### config.mk
export PLATFORM = sky130hd
export DESIGN_NAME = rmhw_top
export DESIGN_NICKNAME = d
export VERILOG_FILES = /design/src/rtl/rmhw_pkg.sv /design/src/rtl/rmhw_strm_if.sv /design/src/rtl/rmhw_fifo2.sv /design/src/rtl/rmhw_top.sv
export VERILOG_INCLUDE_DIRS = /design/src /design/src/rtl
export SDC_FILE = /design/constraint.sdc
export NUM_CORES = 1
export LEC_CHECK = 0
export BUFFER_PORTS_ARGS = -buffer_cell sky130_fd_sc_hd__buf_2
export CAP_MARGIN = 25
export CORE_AREA = 2 2 173 218
export CTS_BUF_LIST = sky130_fd_sc_hd__clkbuf_2 sky130_fd_sc_hd__clkbuf_4 sky130_fd_sc_hd__clkbuf_8
export CTS_CLUSTER_DIAMETER = 80
export CTS_CLUSTER_SIZE = 16
export DETAILED_ROUTE_END_ITERATION = 12
export DIE_AREA = 0 0 175 220
export PLACE_DENSITY = 0.46
export SLEW_MARGIN = 10
export SYNTH_ARGS = -nofsm -noshare
export SYNTH_HDL_FRONTEND = slang
export SYNTH_SLANG_ARGS = --single-unit
### constraint.sdc
create_clock -name clk_sys -period 3.1 [get_ports clk_sys]
set_clock_uncertainty 0.15 [all_clocks]
set_input_delay 0.155 -clock clk_sys [delete_from_list [all_inputs] [get_ports clk_sys]]
set_output_delay 0.155 -clock clk_sys [all_outputs]
set_load 0.005 [all_outputs]
### src/rtl/rmhw_params.svh
// Purpose: Constants for the host wake and serial handshake block
// Assumes: 125 MHz system clock
// Notes: Times are kept in their own unit; cycle counts derive from them
`ifndef RMHW_PARAMS_SVH
`define RMHW_PARAMS_SVH
`define RMHW_CLK_HZ 125000000
`define RMHW_CLK_NS 8
`define RMHW_MS_NS 1000000
`define RMHW_CYC_PER_MS ((`RMHW_MS_NS + `RMHW_CLK_NS - 1) / `RMHW_CLK_NS)
`define RMHW_POWERUP_MS 110
`define RMHW_WAKE_LEAD_MS 3
`define RMHW_BAUD_DEF 115200
`define RMHW_BAUD_MIN 9600
`define RMHW_BAUD_MAX 500000
`define RMHW_BURST_MAX 12'hC00
`define RMHW_PFX0 8'h54
`define RMHW_PFX1 8'h54
`define RMHW_PFX2 8'h4D
`define RMHW_PFX3 8'h3A
`define RMHW_TERM 24'h0D0A00
`define RMHW_OK_LEN 4'h9
`endif

### src/rtl/rmhw_pkg.sv
// Purpose: Types shared by the host wake and serial handshake block
// Assumes: Nothing beyond the params header
// Notes: Receiver state codes follow a Gray path; the sender's step from TX_SEND back to TX_IDLE changes both bits
package rmhw_pkg;
   typedef enum logic [1:0] {RX_IDLE = 2'b00, RX_START = 2'b01, RX_DATA = 2'b11, RX_STOP = 2'b10} rmhw_rx_t;
   typedef enum logic [1:0] {TX_IDLE = 2'b00, TX_NOTIFY = 2'b01, TX_SEND = 2'b11} rmhw_tx_t;
endpackage

### src/rtl/rmhw_strm_if.sv
// Purpose: Byte stream with valid and ready
// Assumes: Single clock
// Notes: A byte moves when valid and ready are both high
`timescale 1ns/1ns
interface rmhw_strm_if;
   logic valid;
   logic ready;
   logic [7:0] data;
   modport src (output valid, output data, input ready);
   modport snk (input valid, input data, output ready);
endinterface

### src/rtl/rmhw_fifo2.sv
// Purpose: Two-entry buffer between the host-bound byte sources and the serial sender
// Assumes: Sender may stall for whole milliseconds
// Notes: Ready toward the source is low only when both entries hold data
`timescale 1ns/1ns
module rmhw_fifo2 (
   input wire logic clk_sys,
   input wire logic rst_b,
   rmhw_strm_if.snk in_s,
   rmhw_strm_if.src out_s
);
   logic [7:0] mem_reg [0:1];
   logic wr_ptr_reg;
   logic rd_ptr_reg;
   logic [1:0] count_reg;
   logic push;
   logic pop;

   // Handshake terms
   assign in_s.ready = (count_reg != 2'h2);
   assign out_s.valid = (count_reg != 2'h0);
   assign out_s.data = mem_reg[rd_ptr_reg];
   assign push = in_s.valid && in_s.ready;
   assign pop = out_s.valid && out_s.ready;

   // Storage and pointers
   always_ff @(posedge clk_sys) begin
      if (!rst_b) begin
         wr_ptr_reg <= 1'b0;
         rd_ptr_reg <= 1'b0;
         count_reg <= 2'h0;
         mem_reg[0] <= 8'h00;
         mem_reg[1] <= 8'h00;
      end else begin
         if (push) begin
            mem_reg[wr_ptr_reg] <= in_s.data;
            wr_ptr_reg <= !wr_ptr_reg;
         end
         if (pop) begin
            rd_ptr_reg <= !rd_ptr_reg;
         end
         count_reg <= count_reg + {1'b0, push} - {1'b0, pop};
      end
   end
endmodule // rmhw_fifo2

### src/rtl/rmhw_top.sv
// Purpose: Wake, radio-enable, notify and serial handshake of a wireless data module
// Assumes: Pins are asynchronous; radio-side strobes share clk_sys
// Notes: Delays in milliseconds come from a one-cycle millisecond enable
// Behaviour
// - Both control lines high: stay asleep
// - Radio-enable low: radio on, advertising
// - Radio-enable high: radio off, connection dropped
// - Keep-awake high: sleep between radio events
// - Keep-awake low: stay awake, take serial input
// - Central data reaches serial output always
// - Keep-awake high: sleep once nothing pending
// - Notify low, wait N ms, then send
// - Notify high once sending completes
// - Serial burst limited to 3K bytes
// - Baud between 9600 and 500000, matched
// - Default link 115200 baud, 8N1
// - Prefixed terminated string is command, else data
`timescale 1ns/1ns
`include "rmhw_params.svh"
module rmhw_top import rmhw_pkg::*; #(
   parameter int BAUD = `RMHW_BAUD_DEF,
   parameter int CYC_PER_MS = `RMHW_CYC_PER_MS
) (
   input wire logic clk_sys,
   input wire logic rst_b,
   input wire logic radio_enable_n,
   input wire logic keep_awake_n,
   input wire logic host_rxd,
   output logic host_txd,
   output logic notify_n,
   input wire logic [15:0] notify_delay_ms,
   input wire logic [15:0] adv_interval_ms,
   input wire logic link_event,
   input wire logic air_rx_valid,
   input wire logic [7:0] air_rx_data,
   output logic air_rx_ready,
   output logic air_tx_valid,
   output logic [7:0] air_tx_data,
   input wire logic air_tx_ready,
   output logic radio_on,
   output logic adv_event,
   output logic conn_abort,
   output logic sleep,
   output logic cmd_exec,
   output logic burst_overflow
);
   localparam logic [15:0] BIT_CYC = 16'(`RMHW_CLK_HZ / BAUD);
   localparam logic [16:0] MS_LAST = 17'(CYC_PER_MS - 1);
   logic [1:0] ren_sync_reg, wake_sync_reg, rxd_sync_reg;
   logic ren_low, wake_low, ms_tick_reg;
   logic [16:0] ms_cnt_reg;
   logic radio_on_reg, conn_abort_reg, adv_event_reg, sleep_reg, awake_next;
   logic [15:0] adv_cnt_reg, rx_cnt_reg, tx_cnt_reg, dly_cnt_reg;
   rmhw_rx_t rx_st_reg;
   rmhw_tx_t tx_st_reg;
   logic [2:0] rx_bit_reg, pm_cnt_reg, rep_len_reg, rep_idx_reg;
   logic [7:0] rx_sh_reg, rep_hold_reg, hold_d_reg;
   logic rx_v_reg, byte_ok, at_line_reg, cmd_mode_reg, rep_act_reg, ok_act_reg, cmd_exec_reg;
   logic [23:0] tail_reg;
   logic [11:0] burst_cnt_reg;
   logic ovf_reg, air_tx_valid_reg, hold_v_reg, air_rx_ready_reg, hold_v_next;
   logic [7:0] air_tx_data_reg;
   logic [3:0] ok_idx_reg, tx_bits_reg;
   logic [9:0] tx_sh_reg;
   logic tx_busy_reg, host_txd_reg, notify_n_reg;
   rmhw_strm_if fin ();
   rmhw_strm_if fout ();

   // Prefix byte lookup
   function automatic logic [7:0] pfx(input logic [2:0] i);
      case (i)
         3'h0: pfx = `RMHW_PFX0;
         3'h1: pfx = `RMHW_PFX1;
         3'h2: pfx = `RMHW_PFX2;
         default: pfx = `RMHW_PFX3;
      endcase
   endfunction

   // Acknowledge string, prefix then OK and terminator
   function automatic logic [7:0] ok_byte(input logic [3:0] i);
      case (i)
         4'h4: ok_byte = 8'h4F;
         4'h5: ok_byte = 8'h4B;
         4'h6: ok_byte = 8'h0D;
         4'h7: ok_byte = 8'h0A;
         4'h8: ok_byte = 8'h00;
         default: ok_byte = pfx(i[2:0]);
      endcase
   endfunction

   // Two-stage synchronisers for the pins
   always_ff @(posedge clk_sys) begin
      if (!rst_b) begin
         ren_sync_reg <= 2'h3;
         wake_sync_reg <= 2'h3;
         rxd_sync_reg <= 2'h3;
      end else begin
         ren_sync_reg <= {ren_sync_reg[0], radio_enable_n};
         wake_sync_reg <= {wake_sync_reg[0], keep_awake_n};
         rxd_sync_reg <= {rxd_sync_reg[0], host_rxd};
      end
   end
   assign ren_low = !ren_sync_reg[1];
   assign wake_low = !wake_sync_reg[1];

   // Millisecond enable
   always_ff @(posedge clk_sys) begin
      if (!rst_b || ms_cnt_reg == MS_LAST) begin
         ms_cnt_reg <= 17'h00000;
         ms_tick_reg <= rst_b;
      end else begin
         ms_cnt_reg <= ms_cnt_reg + 17'h00001;
         ms_tick_reg <= 1'b0;
      end
   end

   // Radio control and advertising timer
   always_ff @(posedge clk_sys) begin
      if (!rst_b) begin
         radio_on_reg <= 1'b0;
         conn_abort_reg <= 1'b0;
         adv_cnt_reg <= 16'h0000;
         adv_event_reg <= 1'b0;
      end else begin
         radio_on_reg <= ren_low;
         conn_abort_reg <= radio_on_reg && !ren_low;
         adv_event_reg <= 1'b0;
         if (!radio_on_reg) begin
            adv_cnt_reg <= 16'h0000;
         end else if (ms_tick_reg) begin
            if (adv_cnt_reg + 16'h0001 >= adv_interval_ms) begin
               adv_cnt_reg <= 16'h0000;
               adv_event_reg <= 1'b1;
            end else begin
               adv_cnt_reg <= adv_cnt_reg + 16'h0001;
            end
         end
      end
   end

   // Serial receiver, armed only while held awake
   always_ff @(posedge clk_sys) begin
      if (!rst_b) begin
         rx_st_reg <= RX_IDLE;
         rx_cnt_reg <= 16'h0000;
         rx_bit_reg <= 3'h0;
         rx_sh_reg <= 8'h00;
         rx_v_reg <= 1'b0;
      end else begin
         rx_v_reg <= 1'b0;
         rx_cnt_reg <= rx_cnt_reg + 16'h0001;
         case (rx_st_reg)
            RX_IDLE: begin
               rx_cnt_reg <= 16'h0000;
               if (wake_low && !rxd_sync_reg[1]) begin
                  rx_st_reg <= RX_START;
               end
            end
            RX_START: begin
               if (rx_cnt_reg == {1'b0, BIT_CYC[15:1]}) begin
                  rx_cnt_reg <= 16'h0000;
                  rx_bit_reg <= 3'h0;
                  rx_st_reg <= rxd_sync_reg[1] ? RX_IDLE : RX_DATA;
               end
            end
            RX_DATA: begin
               if (rx_cnt_reg == BIT_CYC - 16'h0001) begin
                  rx_cnt_reg <= 16'h0000;
                  rx_sh_reg <= {rxd_sync_reg[1], rx_sh_reg[7:1]};
                  rx_bit_reg <= rx_bit_reg + 3'h1;
                  if (rx_bit_reg == 3'h7) begin
                     rx_st_reg <= RX_STOP;
                  end
               end
            end
            default: begin
               if (rx_cnt_reg == BIT_CYC - 16'h0001) begin
                  rx_v_reg <= rxd_sync_reg[1];
                  rx_st_reg <= RX_IDLE;
               end
            end
         endcase
      end
   end

   // Burst length limit, restarted when keep-awake is released
   assign byte_ok = rx_v_reg && (burst_cnt_reg < `RMHW_BURST_MAX) && !rep_act_reg;
   always_ff @(posedge clk_sys) begin
      if (!rst_b || !wake_low) begin
         burst_cnt_reg <= 12'h000;
         ovf_reg <= 1'b0;
      end else if (rx_v_reg) begin
         if (byte_ok) begin
            burst_cnt_reg <= burst_cnt_reg + 12'h001;
         end else begin
            ovf_reg <= 1'b1;
         end
      end
   end

   // Command parser and raw data forwarding toward the radio
   always_ff @(posedge clk_sys) begin
      if (!rst_b || !wake_low) begin
         at_line_reg <= 1'b1;
         pm_cnt_reg <= 3'h0;
         cmd_mode_reg <= 1'b0;
         tail_reg <= 24'h000000;
         rep_act_reg <= 1'b0;
         rep_len_reg <= 3'h0;
         rep_idx_reg <= 3'h0;
         rep_hold_reg <= 8'h00;
         cmd_exec_reg <= 1'b0;
      end else begin
         cmd_exec_reg <= 1'b0;
         if (rep_act_reg && (!air_tx_valid_reg || air_tx_ready)) begin
            rep_idx_reg <= rep_idx_reg + 3'h1;
            rep_act_reg <= (rep_idx_reg != rep_len_reg);
         end
         if (byte_ok && cmd_mode_reg) begin
            tail_reg <= {tail_reg[15:0], rx_sh_reg};
            if ({tail_reg[15:0], rx_sh_reg} == `RMHW_TERM) begin
               cmd_exec_reg <= 1'b1;
               cmd_mode_reg <= 1'b0;
               at_line_reg <= 1'b1;
            end
         end else if (byte_ok && at_line_reg && rx_sh_reg == pfx(pm_cnt_reg)) begin
            pm_cnt_reg <= (pm_cnt_reg == 3'h3) ? 3'h0 : pm_cnt_reg + 3'h1;
            cmd_mode_reg <= (pm_cnt_reg == 3'h3);
            tail_reg <= 24'h000000;
         end else if (byte_ok) begin
            // Withheld prefix bytes turn out to be data and are replayed
            rep_act_reg <= (pm_cnt_reg != 3'h0);
            rep_len_reg <= pm_cnt_reg;
            rep_idx_reg <= 3'h0;
            rep_hold_reg <= rx_sh_reg;
            pm_cnt_reg <= 3'h0;
            at_line_reg <= 1'b0;
         end
      end
   end

   // Radio-bound byte register; a byte that finds it full is dropped
   always_ff @(posedge clk_sys) begin
      if (!rst_b) begin
         air_tx_valid_reg <= 1'b0;
         air_tx_data_reg <= 8'h00;
      end else begin
         if (air_tx_valid_reg && air_tx_ready) begin
            air_tx_valid_reg <= 1'b0;
         end
         if (rep_act_reg && (!air_tx_valid_reg || air_tx_ready)) begin
            air_tx_valid_reg <= 1'b1;
            air_tx_data_reg <= (rep_idx_reg == rep_len_reg) ? rep_hold_reg : pfx(rep_idx_reg);
         end else if (byte_ok && !cmd_mode_reg && !(at_line_reg && rx_sh_reg == pfx(pm_cnt_reg))
                      && pm_cnt_reg == 3'h0 && (!air_tx_valid_reg || air_tx_ready)) begin
            air_tx_valid_reg <= 1'b1;
            air_tx_data_reg <= rx_sh_reg;
         end
      end
   end

   // Host-bound sources: command answer first, then central data
   assign hold_v_next = (air_rx_valid && air_rx_ready_reg) ? 1'b1 :
                        (hold_v_reg && !ok_act_reg && fin.ready) ? 1'b0 : hold_v_reg;
   always_ff @(posedge clk_sys) begin
      if (!rst_b) begin
         hold_v_reg <= 1'b0;
         hold_d_reg <= 8'h00;
         air_rx_ready_reg <= 1'b0;
         ok_act_reg <= 1'b0;
         ok_idx_reg <= 4'h0;
      end else begin
         hold_v_reg <= hold_v_next;
         air_rx_ready_reg <= !hold_v_next;
         if (air_rx_valid && air_rx_ready_reg) begin
            hold_d_reg <= air_rx_data;
         end
         if (cmd_exec_reg) begin
            ok_act_reg <= 1'b1;
            ok_idx_reg <= 4'h0;
         end else if (ok_act_reg && fin.ready) begin
            ok_idx_reg <= ok_idx_reg + 4'h1;
            ok_act_reg <= (ok_idx_reg != `RMHW_OK_LEN - 4'h1);
         end
      end
   end
   assign fin.valid = ok_act_reg || hold_v_reg;
   assign fin.data = ok_act_reg ? ok_byte(ok_idx_reg) : hold_d_reg;

   rmhw_fifo2 u_fifo (
      .clk_sys(clk_sys),
      .rst_b(rst_b),
      .in_s(fin),
      .out_s(fout)
   );

   // Notify sequencing and serial sender
   assign fout.ready = (tx_st_reg == TX_SEND) && !tx_busy_reg;
   always_ff @(posedge clk_sys) begin
      if (!rst_b) begin
         tx_st_reg <= TX_IDLE;
         notify_n_reg <= 1'b1;
         dly_cnt_reg <= 16'h0000;
         tx_busy_reg <= 1'b0;
         tx_sh_reg <= 10'h3FF;
         tx_bits_reg <= 4'h0;
         tx_cnt_reg <= 16'h0000;
         host_txd_reg <= 1'b1;
      end else begin
         case (tx_st_reg)
            TX_IDLE: begin
               dly_cnt_reg <= 16'h0000;
               if (fout.valid) begin
                  notify_n_reg <= 1'b0;
                  tx_st_reg <= TX_NOTIFY;
               end
            end
            TX_NOTIFY: begin
               // Leave on the tick after N whole ticks, so the lead is never short of N ms
               if (notify_delay_ms == 16'h0000 || (dly_cnt_reg == notify_delay_ms && ms_tick_reg)) begin
                  tx_st_reg <= TX_SEND;
               end else if (ms_tick_reg) begin
                  dly_cnt_reg <= dly_cnt_reg + 16'h0001;
               end
            end
            default: begin
               if (!tx_busy_reg && !fout.valid) begin
                  notify_n_reg <= 1'b1;
                  tx_st_reg <= TX_IDLE;
               end
            end
         endcase
         if (fout.valid && fout.ready) begin
            tx_sh_reg <= {1'b1, fout.data, 1'b0};
            tx_bits_reg <= 4'hA;
            tx_cnt_reg <= 16'h0000;
            tx_busy_reg <= 1'b1;
            host_txd_reg <= 1'b0;
         end else if (tx_busy_reg) begin
            tx_cnt_reg <= tx_cnt_reg + 16'h0001;
            if (tx_cnt_reg == BIT_CYC - 16'h0001) begin
               tx_cnt_reg <= 16'h0000;
               tx_sh_reg <= {1'b1, tx_sh_reg[9:1]};
               tx_bits_reg <= tx_bits_reg - 4'h1;
               host_txd_reg <= (tx_bits_reg == 4'h1) ? 1'b1 : tx_sh_reg[1];
               tx_busy_reg <= (tx_bits_reg != 4'h1);
            end
         end
      end
   end

   // Sleep whenever not held awake and nothing is pending
   assign awake_next = wake_low || rx_st_reg != RX_IDLE || tx_st_reg != TX_IDLE || fout.valid || hold_v_reg
                       || ok_act_reg || rep_act_reg || air_tx_valid_reg || adv_event_reg || link_event;
   always_ff @(posedge clk_sys) begin
      if (!rst_b) begin
         sleep_reg <= 1'b1;
      end else begin
         sleep_reg <= !awake_next;
      end
   end

   assign host_txd = host_txd_reg;
   assign notify_n = notify_n_reg;
   assign air_rx_ready = air_rx_ready_reg;
   assign air_tx_valid = air_tx_valid_reg;
   assign air_tx_data = air_tx_data_reg;
   assign radio_on = radio_on_reg;
   assign adv_event = adv_event_reg;
   assign conn_abort = conn_abort_reg;
   assign sleep = sleep_reg;
   assign cmd_exec = cmd_exec_reg;
   assign burst_overflow = ovf_reg;
endmodule // rmhw_top

==> impl_metrics.csv <==
group,metric,value,unit
timing,hold_viol_final,0,
timing,slew_violations,0,
setup_path,rr_worst_depth,14,
synth,netlist_area,10800,sq um
synth,syn-instance-count,1241,
floorplanning,start_util,29.5,%
timing,worst_pin_slew,712,ps
finish,nNetsFinal,1416,
synth,avgSynthCellArea,8.72,sq um
power,ir_worst_vdd,0.000215,V
clock_network,clkTransAtPathRegs,100,ps
grt,grt_remaining_overflow,0,
synth,synth_edf_count,16,
finish,stdcell_count,1817,
clock_network,cts_made_buffers,18,
synth,yosysTopAreaCellShare,37.4,%
floorplanning,die_height,220,um
clock_network,cts_root_buffer,"clkbuf_8",
timing,slew_headroom,52.6,%
placed_design,routabilityCongestion,0.784,
finish,drive_gt1_share,13.2,%
min_path,hold_depth,3,
grt,grt.total_usage,12.9,%
grt,antenna_found_initial,0,
synth,yosysUniqueCellTypes,78,
routing,drtIter0Drc,413,
setup_path,crit_type,"reg2reg",
timing,final-setup-viol-count,0,
placed_design,place_area,11700,sq um
job,cap_violations,0,
synth,ys_ff_latch,218,
clock_network,cts_sinks,218,
grt,grt_max_degree,34,
clock_network,cts_tree,"done",
setup_path,crit_path_max_fanout,8,
clock_network,h-tree-depth,1,
placed_design,dp_hpwl,17900,um
setup_path,critical_path.startpoint_type,"flip-flop",
clock_network,clock_path_buffers,3,
synth,async_reset_ff_share,0,%
min_path,min_to,"hold_v_reg",
floorplanning,dieWidth,175,um
timing,hold_ws,109,ps
timing,period_share,95.4,%
finish,largest_reg_flops,17,
floorplanning,io_pins,66,
setup_path,required,3340,ps
timing,fin_ws,144,ps
synth,yosys.area.top_type,"dfxtp_1",
setup_path,worst_ep_arrival_time,3200,ps
routing,dr.pass1.iters,7,
synth,ys_warn_count,0,
placed_design,port_buffers,65,
power,cellPowerDensity,384,nW/um^2
synth,synth_ff_type,"dfxtp_1",
synth,synth_nets,1332,
finish,final_util,34.1,%
routing,postRouteAntennaNets,0,
floorplanning,coreArea,36700,sq um
placed_design,dpl.cell_count,1754,
synth,synth_area_leaders,"dfxtp_1, nor2_1, xor2_1, ha_1, edfxtp_1",
floorplanning,rows,79,
routing,wirelength,25300,um
power,power,4.79,mW
timing,tns,0,ps
routing,post-route-drc-count,0,
synth,synthMostInstantiatedCell,"dfxtp_1",
routing,vias_per_cell,4.76,
setup_path,rr_endpoint,"adv_cnt_reg[6]",
finish,final_area,12500,sq um
synth,ys_seq_area_share,41.8,%
min_path,hp-start,"air_rx_valid",
setup_path,r2r-start,"adv_cnt_reg[1]",
routing,dr_total_vias,8647,
synth,synth_common_cells,"dfxtp_1, nor2_1, nand2_1",
grt,grt_pass1_wl,41800,um
timing,fmax,0.338,GHz
status,status,"finished clean",
finish,antenna_cells,0,
clock_network,clk_latency,540,ps
setup_path,r2r_slack,140,ps
placed_design,pre_cts_slack,89.8,ps
routing,wl_per_cell,13.9,um
min_path,hold_class,"in2reg",
floorplanning,dieArea,38500,sq um
finish,area_delta_synth_final,15.5,%
grt,grt_pass1_vias,8509,
timing,min_period,2960,ps
power,p_leak,4.62,nW
setup_path,cp-end-kind,"flip-flop",
[metal layers]
metal | global-route usage [%] | vias up | part of all wire [%]
met1 | 16.3 | 4046 | 47
met2 | 23.6 | 88 | 48
li1 | - | 4487 | -
met5 | 0 | - | 0
met4 | 2.67 | 0 | 1.5
met3 | 1.67 | 26 | 3.1
[cells in the final DEF (no fill, tap or decap), types with 7 or more instances in the layout]
cell / netlist / routed
nand2b_1: 16 / 16
buf_2: 4 / 65
mux2i_1: 34 / 34
nor2b_1: 27 / 27
o21ai_0: 47 / 47
nand4_1: 24 / 24
dlygate4sd3_1: 0 / 25
o211ai_1: 11 / 11
nand2_1: 108 / 108
or3_1: 10 / 10
dfxtp_1: 202 / 199
a2bb2oi_1: 7 / 7
nor2_1: 148 / 147
and2_1: 20 / 19
ha_1: 43 / 42
buf_4: 1 / 36
nor3_1: 29 / 29
xor2_1: 63 / 63
and3_1: 25 / 21
xnor2_1: 49 / 49
a211oi_1: 21 / 21
nand3_1: 62 / 61
edfxtp_1: 16 / 16
inv_1: 39 / 39
clkbuf_8: 0 / 20
a31oi_1: 13 / 12
nor2_2: 11 / 12
nor4_1: 13 / 13
a32oi_1: 8 / 8
a21oi_1: 42 / 42
and4_1: 9 / 7
[worst max-delay path, stage by stage, from the launching register on]
cell and delay, ps:
dfxtp_4 380, ha_4 150, and3_4 190, and4_4 230, and2_4 160, nand3_2 80
xnor2_1 140, ha_1 300, nand4_1 100, nor2_2 150, o21a_1 140, nand4_1 120
a31oi_4 280, clkbuf_16 200, nor3_1 50
[cell type report]
type / count / area [sq um]
fill: 3859 / 24200
clock buffer: 23 / 298
inverter: 39 / 146
sequential: 218 / 4530
timing repair buffer: 129 / 902
clock inverter: 3 / 50.0
multi-input combinational: 919 / 5960
tap: 486 / 608
[power breakdown]
group / internal, mW / switching, mW
combinational: 0.0941 / 0.120
sequential: 2.86 / 0.0195
clock: 0.719 / 0.985
[logic make-up after synthesis]
logic type | share of synthesized area, %
xor gates and xnor gates | 9.07
DFF | 41.8
adders and majority gates | 4.97
muxes | 3.25
and+or+nand+nor | 24.8
AOI/OAI and AO/OA | 12.2
buffers and inverters | 3.84
[worst max path at each step]
stage,from,to,slack [ps]
after floorplan,adv_cnt_reg[0],adv_cnt_reg[10],30
after global placement,adv_cnt_reg[1],adv_event,110
after global routing,adv_cnt_reg[1],adv_cnt_reg[5],-30
after detailed placement,adv_cnt_reg[1],adv_event,90
final,adv_cnt_reg[1],adv_cnt_reg[6],140
after CTS,adv_cnt_reg[1],adv_cnt_reg[10],60
[what timing repair did]
action	in CTS	in global routing
endpoints found under the hold margin	24	0
buffers inserted	0	11
resized for setup	0	20
endpoints found under the setup margin	0	17
hold buffers	25	0
(Power assumes the default switching activity.)
